`config.mk`:
```
export PLATFORM = sky130hd
export DESIGN_NAME = rscr_regs
export DESIGN_NICKNAME = d
export VERILOG_FILES = /design/src/rscr_pkg.sv /design/src/rscr_aux_if.sv /design/src/rscr_rate_div.sv /design/src/rscr_conv_filt.sv /design/src/rscr_regs.sv
export SDC_FILE = /design/constraint.sdc
export NUM_CORES = 1
export LEC_CHECK = 0
export BUFFER_PORTS_ARGS = -buffer_cell sky130_fd_sc_hd__buf_2
export CAP_MARGIN = 5
export CORE_UTILIZATION = 40
export CTS_CLUSTER_SIZE = 25
export DETAILED_ROUTE_END_ITERATION = 10
export PLACE_DENSITY = 0.62
export SKIP_CTS_REPAIR_TIMING = 1
export SYNTH_ARGS = -nofsm -noshare
export SYNTH_HDL_FRONTEND = slang
export SYNTH_HIERARCHICAL = 1
export SYNTH_SLANG_ARGS = --single-unit
```
`constraint.sdc`:
```
create_clock -name clk -period 4.2 [get_ports clk]
set_input_delay 0.84 -clock clk [delete_from_list [all_inputs] [get_ports clk]]
set_output_delay 0.84 -clock clk [all_outputs]
set_load 0.005 [all_outputs]
```
`src/rscr_pkg.sv`:
```
// Shared constants for the radio status and configuration register bank.
// Assumes a 125 MHz system clock and register offsets on an 11-bit index.
package rscr_pkg;

  // ----------------------------------------------------------------
  // Register offsets
  // ----------------------------------------------------------------
  localparam int          ADDR_W          = 11;
  localparam logic [10:0] OFS_CONV_RB_HIGH = 11'h327;
  localparam logic [10:0] OFS_CONV_RB_LOW  = 11'h328;
  localparam logic [10:0] OFS_GAIN_DIV     = 11'h32f;
  localparam logic [10:0] OFS_EV_RADIO     = 11'h336;
  localparam logic [10:0] OFS_EV_SYSTEM    = 11'h337;
  localparam logic [10:0] OFS_CAL_EN       = 11'h338;
  localparam logic [10:0] OFS_CAL_DONE     = 11'h339;
  localparam logic [10:0] OFS_CAL_WORD_RB  = 11'h345;
  localparam logic [10:0] OFS_CAL_WORD_OVR = 11'h346;
  localparam logic [10:0] OFS_CONV_LOW     = 11'h359;
  localparam logic [10:0] OFS_CONV_HIGH    = 11'h35a;

  // ----------------------------------------------------------------
  // Reset values and masks
  // ----------------------------------------------------------------
  localparam logic [7:0] RST_GAIN_DIV  = 8'h28;
  localparam logic [6:0] RST_CONV_HIGH = 7'h1f;
  localparam logic [7:0] EV_SYSTEM_USE = 8'hd3;

  // ----------------------------------------------------------------
  // Field positions
  // ----------------------------------------------------------------
  localparam int EV_WAKE_COUNT = 7;
  localparam int EV_SIG_DETECT = 6;
  localparam int EV_CIPHER     = 5;
  localparam int EV_TX_DONE    = 4;
  localparam int EV_ADDR_MATCH = 3;
  localparam int EV_CRC_GOOD   = 2;
  localparam int EV_SYNC       = 1;
  localparam int EV_PREAMBLE   = 0;
  localparam int EV_BATTERY    = 7;
  localparam int EV_CMD_READY  = 6;
  localparam int EV_WAKE_TIMER = 4;
  localparam int EV_PORT_READY = 1;
  localparam int EV_CMD_DONE   = 0;
  localparam int CAL_SYNTH     = 1;
  localparam int CAL_FILTER    = 0;

  // ----------------------------------------------------------------
  // Rates and converter modes
  // ----------------------------------------------------------------
  localparam logic [7:0] REF_MHZ    = 8'h1a;
  localparam logic [7:0] CLK_MHZ    = 8'h7d;
  localparam int         RATE_SHIFT = 4;
  localparam int         FILT_SHIFT = 2;
  localparam logic [1:0] MODE_RAW      = 2'h0;
  localparam logic [1:0] MODE_ON_READ  = 2'h1;
  localparam logic [1:0] MODE_ON_RATE  = 2'h2;
  localparam logic [1:0] MODE_LOOP_FLT = 2'h3;

endpackage

```
`src/rscr_aux_if.sv`:
```
// Carrier between the register bank, the gain-rate divider and the converter filter.
// Assumes all three share clk.
`timescale 1ns/1ps
interface rscr_aux_if;
  logic [7:0] divider;
  logic       gain_tick;
  logic [1:0] mode;
  logic       sample_valid;
  logic [7:0] sample;
  logic       rb_read;
  logic [7:0] readback;
  logic [7:0] loop_sample;

  modport regs (output divider, output mode, output sample_valid, output sample,
                output rb_read, input gain_tick, input readback, input loop_sample);
  modport rate (input divider, output gain_tick);
  modport filt (input gain_tick, input mode, input sample_valid, input sample,
                input rb_read, output readback, output loop_sample);
endinterface

```
`src/rscr_rate_div.sv`:
```
// Gain-control update rate divider: 26 MHz reference ticks made from clk by a
// fractional accumulator, then divided by 16 times the divider field.
// Assumes clk at 125 MHz.
`timescale 1ns/1ps
module rscr_rate_div
  import rscr_pkg::*;
(
  input  wire logic clk,
  input  wire logic srst,
  rscr_aux_if.rate  aux
);

  typedef struct packed {
    logic [7:0]  acc;
    logic [11:0] ref_cnt;
    logic        tick;
  } rscr_div_t;

  rscr_div_t st;
  rscr_div_t next_st;

  // ----------------------------------------------------------------
  // Divider
  // ----------------------------------------------------------------
  always_comb
  begin
    logic [8:0]  sum;
    logic [11:0] limit;
    sum = 9'(st.acc) + 9'(REF_MHZ);
    limit = 12'(aux.divider) << RATE_SHIFT;
    next_st = st;
    next_st.tick = 1'b0;
    if (sum >= 9'(CLK_MHZ))
    begin
      next_st.acc = 8'(sum - 9'(CLK_MHZ));
      // Divider of zero stops the rate rather than wrapping
      if (limit != 12'h000 && st.ref_cnt + 12'h001 >= limit)
      begin
        next_st.ref_cnt = 12'h000;
        next_st.tick = 1'b1;
      end
      else
        next_st.ref_cnt = st.ref_cnt + 12'h001;
    end
    else
      next_st.acc = sum[7:0];
  end

  always_ff @(posedge clk)
  begin
    if (srst)
      st <= '0;
    else
      st <= next_st;
  end

  assign aux.gain_tick = st.tick;
endmodule

```
`src/rscr_conv_filt.sv`:
```
// Converter result filtering and readback selection.
// Assumes samples arrive as one-cycle valid pulses on clk.
`timescale 1ns/1ps
module rscr_conv_filt
  import rscr_pkg::*;
(
  input  wire logic clk,
  input  wire logic srst,
  rscr_aux_if.filt  aux
);

  typedef struct packed {
    logic [7:0] raw;
    logic [7:0] avg;
    logic [7:0] snap;
    logic [7:0] loop_v;
  } rscr_filt_t;

  rscr_filt_t st;
  rscr_filt_t next_st;

  // ----------------------------------------------------------------
  // Filter and readback
  // ----------------------------------------------------------------
  always_comb
  begin
    logic signed [8:0] diff;
    diff = $signed({1'b0, aux.sample}) - $signed({1'b0, st.avg});
    next_st = st;
    if (aux.sample_valid)
    begin
      next_st.raw = aux.sample;
      // Short first-order average; cheap and needs no multiplier
      next_st.avg = 8'(st.avg + 8'(diff >>> FILT_SHIFT));
    end
    case (aux.mode)
      MODE_RAW:      next_st.snap = next_st.raw;
      MODE_ON_READ:  if (aux.rb_read) next_st.snap = st.avg;
      MODE_ON_RATE:  if (aux.gain_tick) next_st.snap = st.avg;
      MODE_LOOP_FLT: if (aux.gain_tick) next_st.snap = st.avg;
      default:       next_st.snap = st.snap;
    endcase
    next_st.loop_v = (aux.mode == MODE_LOOP_FLT) ? st.avg : st.raw;
  end

  always_ff @(posedge clk)
  begin
    if (srst)
      st <= '0;
    else
      st <= next_st;
  end

  assign aux.readback    = st.snap;
  assign aux.loop_sample = st.loop_v;
endmodule

```
`src/rscr_regs.sv`:
```
// Register bank for radio status, event flags, calibration and converter setup.
// Assumes a register port from the serial control logic on clk, one access per cycle,
// and event inputs as one-cycle pulses from logic on the same clock.
`timescale 1ns/1ps

// Function
// - Gain rate is 26 MHz over sixteen times divider; divider resets to 40.
// - Radio flag 7 sets when wake-up count reaches its limit.
// - Radio flag 6 sets when low-power signal level exceeds threshold.
// - Radio flag 5 sets on cipher completion, only with cipher module loaded.
// - Radio flag 4 sets on transmit end, packet mode only.
// - Radio flag 3 sets on address match, packet mode only.
// - Radio flag 2 sets on good checksum, packet mode only.
// - Radio flag 1 sets on qualified sync word.
// - Radio flag 0 sets on qualified preamble.
// - System flag 7 sets when supply falls below battery threshold.
// - System flag 6 sets when command processor is ready.
// - System flag 4 sets on wake timer expiry; bits 5, 3, 2 unused.
// - System flag 1 on control port ready, flag 0 on command done.
// - Calibration enables: bit 1 synthesizer, bit 0 filter; reset zero.
// - Done bit 1 reads synthesizer calibration finished.
// - Done bit 0 reads filter calibration complete, meaningful while enabled.
// - Six-bit filter calibration word readable after calibration completes.
// - Override register: word in bits 6..1, enable bit 0, reset zero.
// - Two-bit converter reference select, code 0 default.
// - Two-bit converter filtering mode chooses loop and readback filtering.
// - Converter reference enable resets to 1; 0 powers reference down.
// - Converter result split: six MSBs high register, two LSBs low register.
module rscr_regs
  import rscr_pkg::*;
(
  input  wire logic        clk,
  input  wire logic        srst,
  input  wire logic [10:0] reg_addr,
  input  wire logic        reg_wr,
  input  wire logic        reg_rd,
  input  wire logic [7:0]  reg_wdata,
  output logic      [7:0]  reg_rdata,
  input  wire logic        wake_event,
  input  wire logic [15:0] wake_count_limit,
  input  wire logic        lowpower_mode,
  input  wire logic        signal_valid,
  input  wire logic [7:0]  signal_level,
  input  wire logic [7:0]  lowpower_signal_threshold,
  input  wire logic        cipher_loaded,
  input  wire logic        cipher_done,
  input  wire logic        packet_mode,
  input  wire logic        tx_done,
  input  wire logic        addr_match,
  input  wire logic        crc_good,
  input  wire logic        sync_found,
  input  wire logic        preamble_found,
  input  wire logic        supply_low,
  input  wire logic        cmd_ready,
  input  wire logic        wake_timer_expired,
  input  wire logic        port_ready,
  input  wire logic        cmd_done,
  input  wire logic        synth_calibrate_done,
  input  wire logic        filter_calibrate_done,
  input  wire logic        power_ramp_done,
  input  wire logic [5:0]  filter_cal_word_in,
  input  wire logic        conv_valid,
  input  wire logic [7:0]  conv_sample,
  output logic             synth_calibrate_enable,
  output logic             filter_calibrate_enable,
  output logic      [5:0]  filter_cal_word,
  output logic      [1:0]  converter_channel_select,
  output logic      [1:0]  converter_reference_select,
  output logic             converter_reference_enable,
  output logic             gain_tick,
  output logic      [7:0]  gain_loop_sample,
  output logic      [15:0] wake_counter
);

  // ----------------------------------------------------------------
  // State
  // ----------------------------------------------------------------
  typedef struct packed {
    logic [7:0]  div;
    logic [7:0]  ev_radio;
    logic [7:0]  ev_system;
    logic [1:0]  cal_en;
    logic [5:0]  cal_word;
    logic        filt_done_q;
    logic [6:0]  ovr;
    logic [3:0]  conv_low;
    logic [6:0]  conv_high;
    logic [15:0] wake_cnt;
    logic [7:0]  rdata;
  } rscr_state_t;

  rscr_state_t st;
  rscr_state_t next_st;
  logic [7:0]  set_radio;
  logic [7:0]  set_system;
  logic        wr_radio;
  logic        wr_system;

  rscr_aux_if aux ();

  // ----------------------------------------------------------------
  // Helpers
  // ----------------------------------------------------------------
  rscr_rate_div rscr_rate_div_i
  (
    .clk  (clk),
    .srst (srst),
    .aux  (aux.rate)
  );

  rscr_conv_filt rscr_conv_filt_i
  (
    .clk  (clk),
    .srst (srst),
    .aux  (aux.filt)
  );

  assign aux.divider      = st.div;
  assign aux.mode         = st.conv_high[6:5];
  assign aux.sample_valid = conv_valid;
  assign aux.sample       = conv_sample;
  assign aux.rb_read      = reg_rd && reg_addr == OFS_CONV_RB_HIGH;

  assign wr_radio  = reg_wr && reg_addr == OFS_EV_RADIO;
  assign wr_system = reg_wr && reg_addr == OFS_EV_SYSTEM;

  // ----------------------------------------------------------------
  // Event sources
  // ----------------------------------------------------------------
  always_comb
  begin
    set_radio = 8'h00;
    set_radio[EV_WAKE_COUNT] = wake_event &&
                               (st.wake_cnt + 16'h0001) == wake_count_limit;
    set_radio[EV_SIG_DETECT] = lowpower_mode && signal_valid &&
                               signal_level > lowpower_signal_threshold;
    set_radio[EV_CIPHER]     = cipher_done && cipher_loaded;
    set_radio[EV_TX_DONE]    = tx_done && packet_mode;
    set_radio[EV_ADDR_MATCH] = addr_match && packet_mode;
    set_radio[EV_CRC_GOOD]   = crc_good && packet_mode;
    set_radio[EV_SYNC]       = sync_found;
    set_radio[EV_PREAMBLE]   = preamble_found;
  end

  always_comb
  begin
    set_system = 8'h00;
    set_system[EV_BATTERY]    = supply_low;
    set_system[EV_CMD_READY]  = cmd_ready;
    set_system[EV_WAKE_TIMER] = wake_timer_expired;
    set_system[EV_PORT_READY] = port_ready;
    set_system[EV_CMD_DONE]   = cmd_done;
  end

  // ----------------------------------------------------------------
  // Next state
  // ----------------------------------------------------------------
  always_comb
  begin
    next_st = st;

    if (wake_event)
      next_st.wake_cnt = st.wake_cnt + 16'h0001;

    // A write replaces the flags, but a set in the same cycle still wins
    if (wr_radio)
      next_st.ev_radio = reg_wdata | set_radio;
    else
      next_st.ev_radio = st.ev_radio | set_radio;
    if (wr_system)
      next_st.ev_system = (reg_wdata | set_system) & EV_SYSTEM_USE;
    else
      next_st.ev_system = st.ev_system | set_system;

    // Word is captured on the rising completion, so readback stays stable
    next_st.filt_done_q = filter_calibrate_done;
    if (filter_calibrate_done && !st.filt_done_q && st.cal_en[CAL_FILTER])
      next_st.cal_word = filter_cal_word_in;

    if (reg_wr)
    begin
      case (reg_addr)
        OFS_GAIN_DIV:     next_st.div = reg_wdata;
        OFS_CAL_EN:       next_st.cal_en = reg_wdata[1:0];
        OFS_CAL_WORD_OVR: next_st.ovr = reg_wdata[6:0];
        OFS_CONV_LOW:     next_st.conv_low = reg_wdata[3:0];
        OFS_CONV_HIGH:    next_st.conv_high = reg_wdata[6:0];
        default:          next_st.div = st.div;
      endcase
    end

    if (reg_rd)
    begin
      case (reg_addr)
        OFS_CONV_RB_HIGH: next_st.rdata = {2'h0, aux.readback[7:2]};
        OFS_CONV_RB_LOW:  next_st.rdata = {aux.readback[1:0], 6'h00};
        OFS_GAIN_DIV:     next_st.rdata = st.div;
        OFS_EV_RADIO:     next_st.rdata = st.ev_radio;
        OFS_EV_SYSTEM:    next_st.rdata = st.ev_system;
        OFS_CAL_EN:       next_st.rdata = {6'h00, st.cal_en};
        OFS_CAL_DONE:     next_st.rdata = {5'h00, power_ramp_done,
                                           synth_calibrate_done,
                                           filter_calibrate_done &&
                                           st.cal_en[CAL_FILTER]};
        OFS_CAL_WORD_RB:  next_st.rdata = {2'h0, st.cal_word};
        OFS_CAL_WORD_OVR: next_st.rdata = {1'b0, st.ovr};
        OFS_CONV_LOW:     next_st.rdata = {4'h0, st.conv_low};
        OFS_CONV_HIGH:    next_st.rdata = {1'b0, st.conv_high};
        default:          next_st.rdata = 8'h00;
      endcase
    end
  end

  // ----------------------------------------------------------------
  // Registers
  // ----------------------------------------------------------------
  always_ff @(posedge clk)
  begin
    if (srst)
    begin
      st <= '0;
      st.div <= RST_GAIN_DIV;
      st.conv_high <= RST_CONV_HIGH;
    end
    else
      st <= next_st;
  end

  // ----------------------------------------------------------------
  // Outputs
  // ----------------------------------------------------------------
  assign reg_rdata                  = st.rdata;
  assign synth_calibrate_enable     = st.cal_en[CAL_SYNTH];
  assign filter_calibrate_enable    = st.cal_en[CAL_FILTER];
  assign filter_cal_word            = st.ovr[0] ? st.ovr[6:1] : st.cal_word;
  assign converter_channel_select   = st.conv_low[3:2];
  assign converter_reference_select = st.conv_low[1:0];
  assign converter_reference_enable = st.conv_high[4];
  assign gain_tick                  = aux.gain_tick;
  assign gain_loop_sample           = aux.loop_sample;
  assign wake_counter               = st.wake_cnt;
endmodule

```
[Word level (Yosys, flattened, before mapping)]
Cells that the tools add are included.
Word-level totals
  output and inout bits: 46
  input port bits: 89
  bits in registers: 128
Cells by class
  reduce and logical (&&, ||, !) cells: 26
  magnitude comparators: 3
  eq/ne operators: 17
  bitwise gates (word level): 5
  multiplexer cells: 12
  $add $sub $neg: 6
Operators with widths (number)
  == test 11 x 10 -> 1 bit, second input constant: 11
  one-hot mux 8 bit (11 select lines): 1
  2-to-1 mux 8 bit: 6
  bitwise OR 8 bit: 4
  one-hot mux 8 bit (3 select lines): 1
  adder 16 x 1 -> 16 bit, second input constant: 1
  == test 16 bit: 1
  2-to-1 mux 16 bit: 1
  logical AND 1 bit: 14
  adder 12 x 1 -> 12 bit, second input constant: 1
  greater-or-equal comparator 12 bit: 1
  2-to-1 mux 12 bit: 1
  AND reduction 2 bit: 6
  nonzero test 12 bit: 1
  adder 8 x 5 -> 9 bit, second input constant: 1
  greater-or-equal comparator 9 x 7 -> 1 bit, second input constant: 1
  subtractor 8 x 8 -> 9 bit: 1
  adder 8 bit: 1
  greater-than comparator 8 bit: 1
  subtractor 8 x 7 -> 8 bit, second input constant: 1
  2-to-1 mux 6 bit: 1
  OR reduction 2 bit: 3
  == test 2 bit, second input constant: 2
  == test 2 x 1 -> 1 bit, second input constant: 1
  other kinds (6): 6

[Depth between registers and ports, before layout]
  depth in word-level cells: 5
  depth in mapped cells: 15
  mapped depth without buffers: 15

[Cells and area by module]
Netlist, hierarchy kept.
By module, submodules not included
  rscr_regs: cells an instance 503, instances 1, area each 4265.3 um^2
  rscr_conv_filt: cells an instance 227, instances 1, area each 1935.6 um^2
  rscr_rate_div: cells an instance 202, instances 1, area each 1590.3 um^2

[Worst setup path before layout]
OpenSTA, ideal clock, no wires.
  kind: input -> register
  start: input port conv_sample[2]
  end: register rscr_conv_filt_i/st[23] (netlist bit)
  data required time: 4.077 ns
  arrival time: 3.244 ns
  path buffers: 0
  stages on the path: 13
  path slack: 0.832 ns
  cell sequence: ha_1 -> o21a_1 -> nor2_1 -> a211oi_4 -> o21a_1 -> nor4_1 -> a311o_1 -> ha_1 -> nand2_1 -> o21ai_0 -> nand3_1 -> mux2i_1 -> mux2_1
On the way
  word-level cells in the longest chain between the ends: 2
RTL lines
  start: declaration: line rscr_regs.sv:63  | input wire logic [7:0] conv_sample,
  subtractor 8 x 8 -> 9 bit: line rscr_conv_filt.sv:28  | diff = $signed({1'b0, aux.sample}) - $signed({1'b0, st.avg});
  adder 8 bit: line rscr_conv_filt.sv:34  | next_st.avg = 8'(st.avg + 8'(diff >>> FILT_SHIFT));
  end signal: assignment: line rscr_conv_filt.sv:51  | st <= next_st;
  end: declaration: line rscr_conv_filt.sv:19  | rscr_filt_t st;
Every way passes these cells.
A chain may end at the register's enable or synchronous reset.

[Worst setup path in the final report]
  start: register rscr_rate_div_i/st[1] (netlist bit)
  end: register rscr_rate_div_i/st[8] (netlist bit)
On the way
  word-level cells in the longest chain between the ends: 4
RTL lines
  start: declaration: line rscr_rate_div.sv:19  | rscr_div_t st;
  start signal: assignment: line rscr_rate_div.sv:54  | st <= next_st;
  adder 12 x 1 -> 12 bit *: line rscr_rate_div.sv:37, rscr_rate_div.sv:43
  greater-or-equal comparator 12 bit: line rscr_rate_div.sv:37  | if (limit != 12'h000 && st.ref_cnt + 12'h001 >= limit)
  logical AND 1 bit: line rscr_rate_div.sv:37
  2-to-1 mux 12 bit *: line rscr_rate_div.sv:37
Every way passes the cells marked *; elsewhere a longest branch is shown, timed or not.

==> results.md <==
- Status: complete, no violations
- Max Fclk: 279 MHz
- Met1 Resource Use GR: 0.276
- # setup viols final: 0
- Critical Path End Type: flip-flop
- Die width: 142 µm
- Sw Share: 0.310
- Syn Std Cell Area: 7790 µm²
- FF+latch area: 2500 µm²
- Async S/R FF share, synth: 0
- Worst reg2reg endpoint: rscr_rate_div_i/st[8]
- Clk sinks: 125
- CP peak stage delay: 0.67 ns
- Largest net degree at the start of global routing: 87
- Post-Syn Instances: 932
- Yosys top cell by area: dfxtp_1
- Clock share of power: 0.366
- Share of the synthesized area in the top cell type: 0.321
- Die Height: 142 µm
- Part of the power in registers: 0.375
- Worst EP arrival: 3.89 ns
- Hold Violations, Final: 0
- Seq/Total Area, Yosys: 0.321
- Initial antenna violation count: 1
- FF+latch count, synth: 125
- Switching pwr: 1.13 mW
- CTS H-tree depth: 4
- DR iter-0 viols: 641
- R2R Path Start: rscr_rate_div_i/st[1]
- Min-delay src: rscr_conv_filt_i/st[28]
- Tightest Hold Check Type: reg2reg
- Commonest cells post-synth: dfxtp_1, nor2_1, a21oi_1, nand2_1, nand3_1
- Total grt overflow: 0
- Final WS setup: 0.620 ns
- TritonCTS clock tree: yes
- Top cells by area, synth: dfxtp_1, ha_1, mux2i_1, nor2_1, buf_4
- Io pins: 135
- Met3 Usage GRT: 0.0472
- CP max FO: 8
- CTS buffer count: 17
- Worst skew pair latency: 0.41 ns
- Reg2Reg Setup Slack: 0.62 ns
- Most frequent cell after synthesis: dfxtp_1
- Type of origin of the critical path: flip-flop
- Count of flip-flops with a built-in enable after synthesis: 0
- Max VDD drop: 274 µV
- Hold Path End: rscr_conv_filt_i/aux.loop_sample[4]
- Relative slew margins: 0.425
- CTS max path bufs: 2
- Synth warn: 6
- First-pass GRT wire length: 32600 µm
- Routed len/inst: 15.7 µm
- Die area: 20000 µm²
- Remaining routing DRC violations: 0
- Ys flop type: dfxtp_1
- Worst slack, placed: 0.540 ns
- Met2 usage: 0.323
- Post-DRT Antenna Nets: 0
- Clock transition at the registers of the reported paths: 0.06 ns
- Vias in the first global route: 6427
- MaxCap Viol Count: 0
- Min Tclk post-route: 3.58 ns
- Worst R2R Path Depth: 12
- Slew Viols, Final: 0
- Vias per cell: 5.31
- Port-buffer cells: 134
- First drt pass iteration count: 6
- Inst Count DP: 1244
- Share of layout cells above drive strength 1: 0.194
- Critical setup path kind: reg2reg
- Post-DP HPWL: 14700 µm
- Post-DP Area: 8320 µm²
- Int Power: 2.52 mW
- Fin crit share: 0.852
- Placer Congestion: 0.836
- Worst EP required: 4.51 ns
- # fillers: 1922
- Top Usage Layer GRT: met2
- Power Density: 413 nW/µm²
- Row count: 50
- Unrepaired setup endpoints after global routing: no
- Leak pwr: 3.70 nW
- Mapped Nets: 1059
- Fin cells: 1274
- Initial Util: 0.412
- Multi-input gate area: 4560 µm²
- CTS Root Cell: clkbuf_16
- Cell depth of the worst hold path: 2
- Core region area: 18900 µm²
- Comb power frac: 0.258
- Vias: 6762
- Mapped Avg Cell Area: 8.36 µm²
- GRT Util Overall: 0.206
- Clock skew: 0.00548 ns
- Final instance area: 8860 µm²
- Final WL: 19900 µm
- Crit path cell chain: ha_1, and3_1, nand3_1, nor3_1, xor2_1, ha_1, nand2_1, nor2_1, o31a_1, o21ai_0, nand2_1, o32ai_1
- Slowest-stage cell, CP: o21ai_0
- Nets: 1130
- Slew @ Worst Pin: 0.854 ns
- Synthesis-to-finish area growth: 13.7%
- Fin Hold WS: 0.458 ns
- Count of different cell masters after synthesis: 82
- Setup Total Neg Slack: 0 ns
## how the worst max path moves through the flow
| stage | from | endpoint | slack, ns | cells past startpoint |
|---|---|---|---|---|
| 2_1_floorplan | conv_sample[2] | rscr_conv_filt_i/st[23] | 0.83 | 13 |
| 3_3_place_gp | conv_sample[2] | rscr_conv_filt_i/st[23] | 0.56 | 14 |
| 3_5_place_dp | conv_sample[2] | rscr_conv_filt_i/st[23] | 0.54 | 14 |
| 4_1_cts | rscr_rate_div_i/st[1] | rscr_rate_div_i/st[8] | 0.67 | 12 |
| 5_1_grt | rscr_rate_div_i/st[1] | rscr_rate_div_i/st[8] | 0.35 | 11 |
| 6_report | rscr_rate_div_i/st[1] | rscr_rate_div_i/st[8] | 0.62 | 12 |
## sequential cells by signal (all words and copies together) (netlist names)
signal	flops
rscr_conv_filt_i/aux.loop_sample	8
aux.mode	2
st	31
converter_channel_select	2
converter_reference_enable	1
synth_calibrate_enable	1
rscr_rate_div_i/st	20
rscr_conv_filt_i/st	16
reg_rdata	8
converter_reference_select	2
wake_counter	16
aux.divider	8
rscr_conv_filt_i/aux.readback	8
rscr_rate_div_i/aux.gain_tick	1
filter_calibrate_enable	1
## worst max-delay path, delay by kind of cell (launching register included)
| kind | cells | cell delay (ns) |
|---|---|---|
| compound gates | 3 | 1.14 |
| simple gates | 6 | 1.22 |
| xor+xnor | 1 | 0.22 |
| flops | 1 | 0.42 |
| fa+ha+maj | 2 | 0.48 |
## kinds of logic (layout without fill, tap and decap cells)
family                   count (synthesis)  after routing  synth area share
flip-flops                             125            125             0.321
XOR/XNOR                                54             54            0.0617
other                                    0              1                 0
buffers and inverters                  140            221            0.0935
adder cells (fa/ha/maj)                 38             38            0.0620
AND/OR/NAND/NOR                        332            332             0.220
multiplexers                            56             56            0.0737
AO/OA/AOI/OAI                          187            187             0.168
## final cells by class
class	instances	share of cell area
repair buffers	142	0.0842
well taps	260	0.0367
clock inverters	7	0.00763
multi-input cells	667	0.515
clock buffers	22	0.0524
inverters	50	0.0212
flip-flops and latches	125	0.283
diodes	1	0.000283
## placed cells by master (no fill, tap or decap), drive strengths merged, types with 6 or more instances in the layout
| cell | count |
|---|---|
| nand4 | 12 |
| xnor2 | 33 |
| mux2i | 45 |
| a22o | 8 |
| nand2b | 12 |
| o32ai | 7 |
| or3 | 11 |
| nand2 | 62 |
| a221oi | 8 |
| mux2 | 11 |
| inv | 50 |
| a21oi | 65 |
| nor3 | 21 |
| nand3b | 7 |
| and3 | 12 |
| xor2 | 21 |
| dfxtp | 125 |
| clkbuf | 22 |
| o21ai | 25 |
| a211o | 9 |
| a22oi | 7 |
| nor4 | 6 |
| nand3 | 52 |
| nor2b | 17 |
| buf | 142 |
| a211oi | 10 |
| nor2 | 96 |
| ha | 37 |
## layer usage
metal	vias to the layer above	wire length, µm
met3	21	1030
met4	0	359
met1	3142	9720
li1	3413	-
met2	186	8840
met5	-	0
## stage by stage
step	util	power, mW
floorplan	-	2.12
global placement	0.440	2.32
detailed placement	0.440	2.33
CTS	0.469	3.68
global route	0.469	3.88
finish	0.469	3.65
## power by group through the flow
stage / sequential [mW] / clock, mW / combinational (mW)
after floorplan: 1.34 / 0 / 0.780
after global placement: 1.39 / 0 / 0.930
after detailed placement: 1.39 / 0 / 0.935
after CTS: 1.37 / 1.37 / 0.943
after global routing: 1.39 / 1.42 / 1.07
final: 1.37 / 1.34 / 0.944
Power figures use the tool's default switching activity.
